--- src/hw/startup_seq_pkg.sv ---
// Purpose: shared constants for the resonant start-up supply sequencer
// Assumes: 10 MHz system clock
// Notes: thresholds are analog; comparator flags plus protect, burst idle and readout-done inputs reach this logic
package startup_seq_pkg;
    localparam int unsigned CLK_HZ = 10_000_000;
    // dead time between gate hand-over, in ns
    localparam int unsigned DEAD_TIME_NS = 300;
    localparam int unsigned DEAD_CYCLES_RAW = (DEAD_TIME_NS * (CLK_HZ / 1_000_000) + 999) / 1000;
    localparam int unsigned DEAD_CYCLES = (DEAD_CYCLES_RAW < 1) ? 1 : DEAD_CYCLES_RAW;
    // settings readout duration, in us
    localparam int unsigned READOUT_TIME_US = 100;
    localparam int unsigned READOUT_CYCLES = READOUT_TIME_US * (CLK_HZ / 1_000_000);
    localparam int unsigned CNT_W = 12;
    localparam int unsigned SYNC_STAGES = 2;
    localparam logic RESET_HV_SWITCH = 1'b0;
    localparam logic RESET_CURRENT_LIMIT = 1'b1;
    localparam logic RESET_BOOST_HOLD = 1'b1;

    typedef enum logic [2:0] {
        ST_NO_SUPPLY = 3'b000,
        ST_READOUT   = 3'b001,
        ST_WAIT_BOOST = 3'b011,
        ST_RUN       = 3'b010,
        ST_BURST_IDLE = 3'b110,
        ST_PROTECT   = 3'b111
    } seq_state_type;

    typedef enum logic [1:0] {
        GATE_LOW_ON  = 2'b00,
        GATE_DEAD_LH = 2'b01,
        GATE_HIGH_ON = 2'b11,
        GATE_DEAD_HL = 2'b10
    } gate_state_type;
endpackage : startup_seq_pkg

--- src/hw/flag_sync.sv ---
// Purpose: two-stage synchroniser bank for comparator flags
// Assumes: flags are asynchronous levels
// Notes: first stage feeds only the second stage
`timescale 1ns/1ps
module flag_sync #(
    parameter int unsigned WIDTH = 8
) (
    input wire logic sys_clk_i,
    input wire logic nrst_i,
    input wire logic [WIDTH-1:0] async_i,
    output logic [WIDTH-1:0] sync_o
);
    logic [WIDTH-1:0] meta;

    genvar g;
    generate
        for (g = 0; g < WIDTH; g++)
        begin : g_bit
            always_ff @(posedge sys_clk_i)
            begin
                if (!nrst_i)
                begin
                    meta[g] <= 1'b0;
                    sync_o[g] <= 1'b0;
                end
                else
                begin
                    meta[g] <= async_i[g];
                    sync_o[g] <= meta[g];
                end
            end
        end
    endgenerate
endmodule : flag_sync

--- src/hw/resonant_startup_supply_sequencer.sv ---
// Purpose: start-up, supply sequencing and capacitor-voltage gate switching
// Assumes: all comparator flags asynchronous, active high, made by analog circuitry
// Notes: protection detection and power-mode selection arrive as plain inputs
`timescale 1ns/1ps

// What this block does
// - below the main supply reset level the start-up charge current is limited, above it the series switch closes.
// - after the main supply first reaches start level it is held there with hysteresis by the start-up switch.
// - once start-up is done and the converter switches normally the high-voltage source stays off.
// - in protection mode the main supply is regulated to its start level with the same hysteresis.
// - in burst idle the start-up switch turns on below a low threshold, regulating with hysteresis.
// - gate switching never begins before the driver supply is above its undervoltage level.
// - a driver supply undervoltage during operation stops switching and restarts the sequence.
// - either supply below its stop level enters no-supply and recharges both through the high-voltage input.
// - with both supplies at start level the settings pins are measured in a readout state.
// - the boost sense pin is held low during no-supply and readout and released afterwards.
// - half-bridge switching starts only after boost sense reaches its start level.
// - a feedback optocurrent below regulation disables main supply charging from the high-voltage input, except in no-supply, protection and burst idle.
// - capacitor voltage above the high threshold turns the high-side gate off, then low-side on after a delay.
// - power is set by the capacitor voltage thresholds, frequency is only a result of the crossings.
// - capacitor voltage below the low threshold turns the low-side gate off, then high-side on after a delay.
module resonant_startup_supply_sequencer #(
    parameter int unsigned READOUT_LEN = startup_seq_pkg::READOUT_CYCLES,
    parameter int unsigned DEAD_LEN = startup_seq_pkg::DEAD_CYCLES
) (
    input wire logic sys_clk_i,
    input wire logic nrst_i,
    input wire logic ic_above_reset_i,
    input wire logic ic_above_start_i,
    input wire logic ic_below_start_hys_i,
    input wire logic ic_below_stop_i,
    input wire logic ic_below_low_i,
    input wire logic ic_above_low_hys_i,
    input wire logic reg_above_start_i,
    input wire logic reg_below_stop_i,
    input wire logic reg_above_uvp_i,
    input wire logic boost_above_start_i,
    input wire logic fb_below_reg_i,
    input wire logic cap_above_high_i,
    input wire logic cap_below_low_i,
    input wire logic protect_i,
    input wire logic burst_idle_i,
    input wire logic readout_done_i,
    output logic hv_switch_on_o,
    output logic hv_current_limit_o,
    output logic boost_hold_low_o,
    output logic readout_active_o,
    output logic highside_gate_o,
    output logic lowside_gate_o,
    output logic switching_o
);
    localparam int unsigned NFLAG = 16;

    logic [NFLAG-1:0] raw_flags;
    logic [NFLAG-1:0] flags;
    logic ic_rst_ok;
    logic ic_start;
    logic ic_hys_low;
    logic ic_stop;
    logic ic_low;
    logic ic_low_hys;
    logic reg_start;
    logic reg_stop;
    logic reg_uvp_ok;
    logic boost_ok;
    logic fb_low;
    logic cap_high;
    logic cap_low;
    logic protect;
    logic burst_idle;
    logic readout_ext_done;

    startup_seq_pkg::seq_state_type state;
    startup_seq_pkg::seq_state_type next_state;
    startup_seq_pkg::gate_state_type gate_state;
    logic [startup_seq_pkg::CNT_W-1:0] readout_cnt;
    logic [startup_seq_pkg::CNT_W-1:0] dead_cnt;
    logic start_reached;
    logic charge_req;
    logic fb_charge_block;
    logic next_hv_switch;
    logic supply_fail;

    assign raw_flags = {ic_above_reset_i, ic_above_start_i, ic_below_start_hys_i, ic_below_stop_i,
                        ic_below_low_i, ic_above_low_hys_i, reg_above_start_i, reg_below_stop_i,
                        reg_above_uvp_i, boost_above_start_i, fb_below_reg_i, cap_above_high_i,
                        cap_below_low_i, protect_i, burst_idle_i, readout_done_i};

    flag_sync #(
        .WIDTH(NFLAG)
    ) u_sync (
        .sys_clk_i(sys_clk_i),
        .nrst_i(nrst_i),
        .async_i(raw_flags),
        .sync_o(flags)
    );

    assign {ic_rst_ok, ic_start, ic_hys_low, ic_stop, ic_low, ic_low_hys, reg_start, reg_stop,
            reg_uvp_ok, boost_ok, fb_low, cap_high, cap_low, protect, burst_idle,
            readout_ext_done} = flags;

    assign supply_fail = ic_stop || reg_stop;

    // sequencing state machine
    always_comb
    begin
        next_state = state;
        case (state)
            startup_seq_pkg::ST_NO_SUPPLY:
            begin
                if (!supply_fail && start_reached && reg_start)
                    next_state = startup_seq_pkg::ST_READOUT;
            end
            startup_seq_pkg::ST_READOUT:
            begin
                if (supply_fail)
                    next_state = startup_seq_pkg::ST_NO_SUPPLY;
                else if (readout_cnt >= startup_seq_pkg::CNT_W'(READOUT_LEN) && readout_ext_done)
                    next_state = startup_seq_pkg::ST_WAIT_BOOST;
            end
            startup_seq_pkg::ST_WAIT_BOOST:
            begin
                if (supply_fail)
                    next_state = startup_seq_pkg::ST_NO_SUPPLY;
                else if (protect)
                    next_state = startup_seq_pkg::ST_PROTECT;
                else if (boost_ok && reg_uvp_ok)
                    next_state = startup_seq_pkg::ST_RUN;
            end
            startup_seq_pkg::ST_RUN, startup_seq_pkg::ST_BURST_IDLE:
            begin
                if (supply_fail || !reg_uvp_ok)
                    next_state = startup_seq_pkg::ST_NO_SUPPLY;
                else if (protect)
                    next_state = startup_seq_pkg::ST_PROTECT;
                else if (burst_idle)
                    next_state = startup_seq_pkg::ST_BURST_IDLE;
                else
                    next_state = startup_seq_pkg::ST_RUN;
            end
            startup_seq_pkg::ST_PROTECT:
            begin
                if (supply_fail)
                    next_state = startup_seq_pkg::ST_NO_SUPPLY;
                else if (!protect)
                    next_state = startup_seq_pkg::ST_NO_SUPPLY; // restart through readout
            end
            default:
                next_state = startup_seq_pkg::ST_NO_SUPPLY;
        endcase
    end

    always_ff @(posedge sys_clk_i)
    begin
        if (!nrst_i)
            state <= startup_seq_pkg::ST_NO_SUPPLY;
        else
            state <= next_state;
    end

    always_ff @(posedge sys_clk_i)
    begin
        if (!nrst_i)
            readout_cnt <= '0;
        else if (state != startup_seq_pkg::ST_READOUT)
            readout_cnt <= '0;
        else if (readout_cnt < startup_seq_pkg::CNT_W'(READOUT_LEN))
            readout_cnt <= readout_cnt + 1'b1;
    end

    // start level seen once since the last supply fail in no-supply; gates the hysteresis loop
    always_ff @(posedge sys_clk_i)
    begin
        if (!nrst_i)
            start_reached <= 1'b0;
        else if (state == startup_seq_pkg::ST_NO_SUPPLY && supply_fail)
            start_reached <= 1'b0;
        else if (ic_start)
            start_reached <= 1'b1;
    end

    // hysteretic charge request around start level, or low level in burst idle
    always_ff @(posedge sys_clk_i)
    begin
        if (!nrst_i)
            charge_req <= 1'b1;
        else if (state == startup_seq_pkg::ST_BURST_IDLE)
        begin
            if (ic_low)
                charge_req <= 1'b1;
            else if (ic_low_hys)
                charge_req <= 1'b0;
        end
        else if (!start_reached)
            charge_req <= 1'b1;
        else if (ic_hys_low)
            charge_req <= 1'b1;
        else if (ic_start)
            charge_req <= 1'b0;
    end

    // near regulation the aux winding must carry the supply
    always_ff @(posedge sys_clk_i)
    begin
        if (!nrst_i)
            fb_charge_block <= 1'b0;
        else if (state == startup_seq_pkg::ST_NO_SUPPLY)
            fb_charge_block <= 1'b0;
        else if (fb_low)
            fb_charge_block <= 1'b1;
    end

    always_comb
    begin
        case (state)
            startup_seq_pkg::ST_NO_SUPPLY, startup_seq_pkg::ST_READOUT,
            startup_seq_pkg::ST_WAIT_BOOST, startup_seq_pkg::ST_PROTECT:
                next_hv_switch = charge_req && !(fb_charge_block && state != startup_seq_pkg::ST_PROTECT);
            startup_seq_pkg::ST_BURST_IDLE:
                next_hv_switch = charge_req;
            default:
                next_hv_switch = 1'b0;
        endcase
    end

    always_ff @(posedge sys_clk_i)
    begin
        if (!nrst_i)
        begin
            hv_switch_on_o <= startup_seq_pkg::RESET_HV_SWITCH;
            hv_current_limit_o <= startup_seq_pkg::RESET_CURRENT_LIMIT;
        end
        else
        begin
            hv_switch_on_o <= next_hv_switch && ic_rst_ok;
            hv_current_limit_o <= next_hv_switch && !ic_rst_ok;
        end
    end

    always_ff @(posedge sys_clk_i)
    begin
        if (!nrst_i)
        begin
            boost_hold_low_o <= startup_seq_pkg::RESET_BOOST_HOLD;
            readout_active_o <= 1'b0;
        end
        else
        begin
            boost_hold_low_o <= (next_state == startup_seq_pkg::ST_NO_SUPPLY)
                             || (next_state == startup_seq_pkg::ST_READOUT);
            readout_active_o <= next_state == startup_seq_pkg::ST_READOUT;
        end
    end

    // cap-voltage switching: only threshold crossings move the gates, no frequency set
    always_ff @(posedge sys_clk_i)
    begin
        if (!nrst_i)
        begin
            gate_state <= startup_seq_pkg::GATE_LOW_ON;
            dead_cnt <= '0;
        end
        else if (next_state != startup_seq_pkg::ST_RUN)
        begin
            gate_state <= startup_seq_pkg::GATE_LOW_ON;
            dead_cnt <= '0;
        end
        else
        begin
            case (gate_state)
                startup_seq_pkg::GATE_LOW_ON:
                begin
                    dead_cnt <= '0;
                    if (cap_low)
                        gate_state <= startup_seq_pkg::GATE_DEAD_LH;
                end
                startup_seq_pkg::GATE_DEAD_LH:
                begin
                    dead_cnt <= dead_cnt + 1'b1;
                    if (dead_cnt + 1'b1 >= startup_seq_pkg::CNT_W'(DEAD_LEN))
                        gate_state <= startup_seq_pkg::GATE_HIGH_ON;
                end
                startup_seq_pkg::GATE_HIGH_ON:
                begin
                    dead_cnt <= '0;
                    if (cap_high)
                        gate_state <= startup_seq_pkg::GATE_DEAD_HL;
                end
                startup_seq_pkg::GATE_DEAD_HL:
                begin
                    dead_cnt <= dead_cnt + 1'b1;
                    if (dead_cnt + 1'b1 >= startup_seq_pkg::CNT_W'(DEAD_LEN))
                        gate_state <= startup_seq_pkg::GATE_LOW_ON;
                end
                default:
                    gate_state <= startup_seq_pkg::GATE_LOW_ON;
            endcase
        end
    end

    // low side leads in run so the bootstrap charges; next_state keeps gates and boost hold on one edge
    always_ff @(posedge sys_clk_i)
    begin
        if (!nrst_i)
        begin
            highside_gate_o <= 1'b0;
            lowside_gate_o <= 1'b0;
            switching_o <= 1'b0;
        end
        else
        begin
            highside_gate_o <= next_state == startup_seq_pkg::ST_RUN
                            && gate_state == startup_seq_pkg::GATE_HIGH_ON && reg_uvp_ok;
            lowside_gate_o <= next_state == startup_seq_pkg::ST_RUN
                           && gate_state == startup_seq_pkg::GATE_LOW_ON && reg_uvp_ok;
            switching_o <= next_state == startup_seq_pkg::ST_RUN;
        end
    end
endmodule : resonant_startup_supply_sequencer

--- config.mk ---
export PLATFORM = sky130hd
export DESIGN_NAME = resonant_startup_supply_sequencer
export DESIGN_NICKNAME = d
export VERILOG_FILES = /design/src/hw/startup_seq_pkg.sv /design/src/hw/flag_sync.sv /design/src/hw/resonant_startup_supply_sequencer.sv
export SDC_FILE = /design/constraint.sdc
export NUM_CORES = 1
export LEC_CHECK = 0
export ABC_AREA = 1
export BUFFER_PORTS_ARGS = -buffer_cell sky130_fd_sc_hd__buf_2
export CORE_ASPECT_RATIO = 1.4
export CORE_MARGIN = 3
export CORE_UTILIZATION = 53
export CTS_CLUSTER_SIZE = 20
export DETAILED_ROUTE_END_ITERATION = 6
export PLACE_DENSITY = 0.79
export SLEW_MARGIN = 25
export SYNTH_ARGS = -nofsm -noshare
export SYNTH_HDL_FRONTEND = slang
export SYNTH_SLANG_ARGS = --single-unit
export TNS_END_PERCENT = 1
--- constraint.sdc ---
create_clock -name sys_clk_i -period 1.6 [get_ports sys_clk_i]
set_input_delay 0.24 -clock sys_clk_i [delete_from_list [all_inputs] [get_ports sys_clk_i]]
set_output_delay 0.24 -clock sys_clk_i [all_outputs]
set_load 0.02 [all_outputs]
==> summary.md <==
| Metric | Value |
|---|---|
| Filler Cell Count | between 300 and 400 |
| Mapped Cells | ~380 |
| DR vias | between 2000 and 2500 |
| CTS Buffer Depth | 2 |
| Critical Path AT | 1960 ps |
| Crit path to | gate_state[1] |
| Max incr delay on CP | roughly 390 ps |
| Post-synthesis sequential area ratio | a little under half |
| CP Launch Type | flop |
| Mapped Area | 2990 sq um |
| Yosys warns | 0 |
| Worst-path clk slew | 80 ps |
| Setup_tns | -200.4 ps |
| Pwr Total | between 3 and 4 mW |
| TritonCTS clock tree | yes |
| Synth Register Bits | 71 |
| Area Overhead vs Synth | 22.55% |
| Unrepaired setup endpoints after global routing | yes |
| Status | finished with violations |
| TritonCTS Buffers | 9 |
| Setup violators final | 2 |
| Core footprint | between 5000 and 6000 sq um |
| Final GP Congestion | roughly 0.85 |
| # DRC | 0 |
| Synth cell types | 37 |
| Area after DPL | 3301 sq um |
| I/O Buffers | 24 |
| R2R Path End | gate_state[1] |
| P_leak | 1.748 nW |
| DP HPWL | around 3800 um |
| First-pass GRT wire length | about 10000 um |
| Setup CP Type | flop to flop |
| Hold Crit Class | input pin to flop |
| H-tree levels | 3 |
| Asr flop ratio synth | 0% |
| Number of global-route vias before repair | approximately 2400 |
| Share of cells above drive strength 1 | between 20 and 30% |
| Clk Latency, worst-skew pair | 350 ps |
| # IOs | 25 |
| Antenna diode count | 0 |
| Clk root buf | clkbuf_8 |
| # rows | 31 |
| Critical-path cell list | ha_4 -> inv_2 -> nand2_2 -> nand2_2 -> nor2_1 -> nand2_1 -> nor2_1 -> nand2_1 -> nor2_2 -> nand3_2 -> nand3_2 -> nand2_1 -> nand2_1 -> nor2_1 |
| Cell Pwr Density | 945.7 nW/um^2 |
| Die W | just under 70 um |
| Die Area | 6592 sq um |
| Crit Path Max Fanout | 6 |
| Max cap viols | 0 |
| Vias per cell | between 4 and 5 |
| Starting Density | 56.28% |
| Commonest cells after routing, fill and taps aside | nand2_1, inv_1, dfxtp_1 |
| Antenna violations before repair | 0 |
| Die height | between 90 and 100 um |
| Mean Syn Cell Area | 7.828 sq um |
| Worst setup path startpoint | dead_cnt[0] |
| Final Max Tran Viols | 0 |
| Reg2reg setup slack | -110 ps |
| Drt wl/cell | 11.26 um |
| Max IR drop VDD | 794.0 uV |
| Layout Nets | approximately 460 |
| # clock sinks | 71 |
| Worst slew margin | between 70% and 80% |
| EDFF count, synth | 0 |
| DRT Pass-1 Iters | 5 |
| Largest net degree at the start of global routing | 39 |
| Most used cell along the critical path | nand2_1 |
| Worst R2R Start | dead_cnt[0] |
| Final Instance Area | roughly 3700 sq um |
| WL final | approximately 5700 um |
| Fin crit share | 107.1% |
| Post-layout minimum cycle time | 1713 ps |
| Setup ws final | -113.3 ps |
| Slowest cell on the critical path | dfxtp_4 |
| Fmax | 0.5837 GHz |
| Setup crit end kind | flop |
| Final ANT Viol Nets | 0 |
| Final Hold Viols | 0 |
| Final Skew | between 10 and 15 ps |
| Syn nets | between 400 and 500 |
| Worst Path Required | roughly 1800 ps |
| Grt ovf | 0 |
| Failing checks | setup timing |
| Reg2reg path depth | 14 |
| DRT iter0 DRCs | 178 |
| Commonest non-fill, non-tap cell in the layout | nand2_1 |
| Aggregate global-route resource usage | a little under a fifth |
| Worst slew pin tran | about 340 ps |
| Primary FF master, synth | dfxtp_1 |
## through the flow
step	std cells	hold WS, ps	setup WS, ps	utilization (%)
2_1_floorplan	382	337.6	23.77	-
3_3_place_gp	483	391.4	-5.442	62.11
3_5_place_dp	483	397.6	-67.13	62.11
4_1_cts	503	48.99	-1.433	67.77
5_1_grt	503	67.54	-245.3	68.97
6_report	503	68.21	-113.3	68.97
## power breakdown
part / switching [mW] / internal (mW)
registers: 0.0126 / 1.80
logic: 0.0512 / 0.0394
clock network: 0.679 / 0.882
## cells in the mapped netlist (2+ instances only)
master	instances	area, sq um
clkinv_1	2	7.510
nor2_1	41	153.9
clkbuf_1	3	11.26
nand2_1	93	349.1
nor3_2	2	20.02
nand3_1	13	65.06
inv_2	2	7.510
nand4_1	4	25.02
o21bai_1	3	22.52
xor2_1	2	17.52
o21a_1	2	15.01
ha_1	9	112.6
a21oi_1	7	35.03
nand3_2	3	30.03
nand2_2	2	12.51
inv_1	74	277.8
buf_6	2	22.52
o21ai_0	7	35.03
nor3b_1	2	15.01
dfxtp_1	71	1421
o21ai_1	2	10.01
xnor2_1	2	17.52
nor2_2	3	18.77
nor3_1	6	30.03
or2_2	2	12.51
nor2_4	12	135.1
## layer usage
layer	part of all wire [%]	up-vias	track usage, %
li1	-	1238	-
met2	51	76	35.11
met1	39	1092	17.87
met4	5.4	0	14.98
met5	0	-	0
met3	4.5	33	3.514
## repair_timing
action / in CTS / in global routing
resized for setup: 16 / 21
setup endpoints to repair: 14 / 21
setup buffers: 4 / 0
pin swaps: 11 / 16
hold buffers: 0 / 0
## layout make-up
class,instances,area (sq um),area share [%]
flip-flops and latches,71,1439,39.26
multi-input cells,225,1311,35.78
repair buffers,47,317.8,8.672
inverters,78,295.3,8.057
clock buffers,9,123.9,3.380
clock inverters,7,95.09,2.595
well taps,66,82.58,2.253
## worst min-delay path by stage
| stage | from | to | cells past startpoint |
|---|---|---|---|
| floorplan | readout_done_i | u_sync.meta[0] | 2 |
| global placement | u_sync.meta[1] | u_sync.sync_o[1] | 2 |
| detailed placement | u_sync.meta[10] | u_sync.sync_o[10] | 2 |
| CTS | cap_above_high_i | u_sync.meta[4] | 3 |
| global route | ic_below_stop_i | u_sync.meta[12] | 3 |
| finish | cap_above_high_i | u_sync.meta[4] | 3 |
## critical path: cells and delay by family (launching register included)
family	cells	cell delay (ps)
adder cells (fa/ha/maj)	1	180
flip-flops	1	390
AND/OR/NAND/NOR	12	1000
buffers and inverters	1	50
## logic make-up (layout without fill, tap and decap cells)
| kind of cell | Yosys count | count (layout) | share of synthesized area (%) |
|---|---|---|---|
| and+or+nand+nor | 187 | 187 | 30.59 |
| DFF | 71 | 71 | 47.53 |
| AOI/OAI and AO/OA | 25 | 25 | 5.063 |
| adders and majority gates | 9 | 9 | 3.766 |
| xor gates and xnor gates | 4 | 4 | 1.172 |
| buffers and inverters | 86 | 141 | 11.88 |
## flip-flops by register name, indices dropped and copies added (netlist names), 2 cells and up
register	cells
state	3
u_sync.sync_o	16
dead_cnt	12
gate_state	2
readout_cnt	12
u_sync.meta	16
Power figures use the tool's default switching activity.
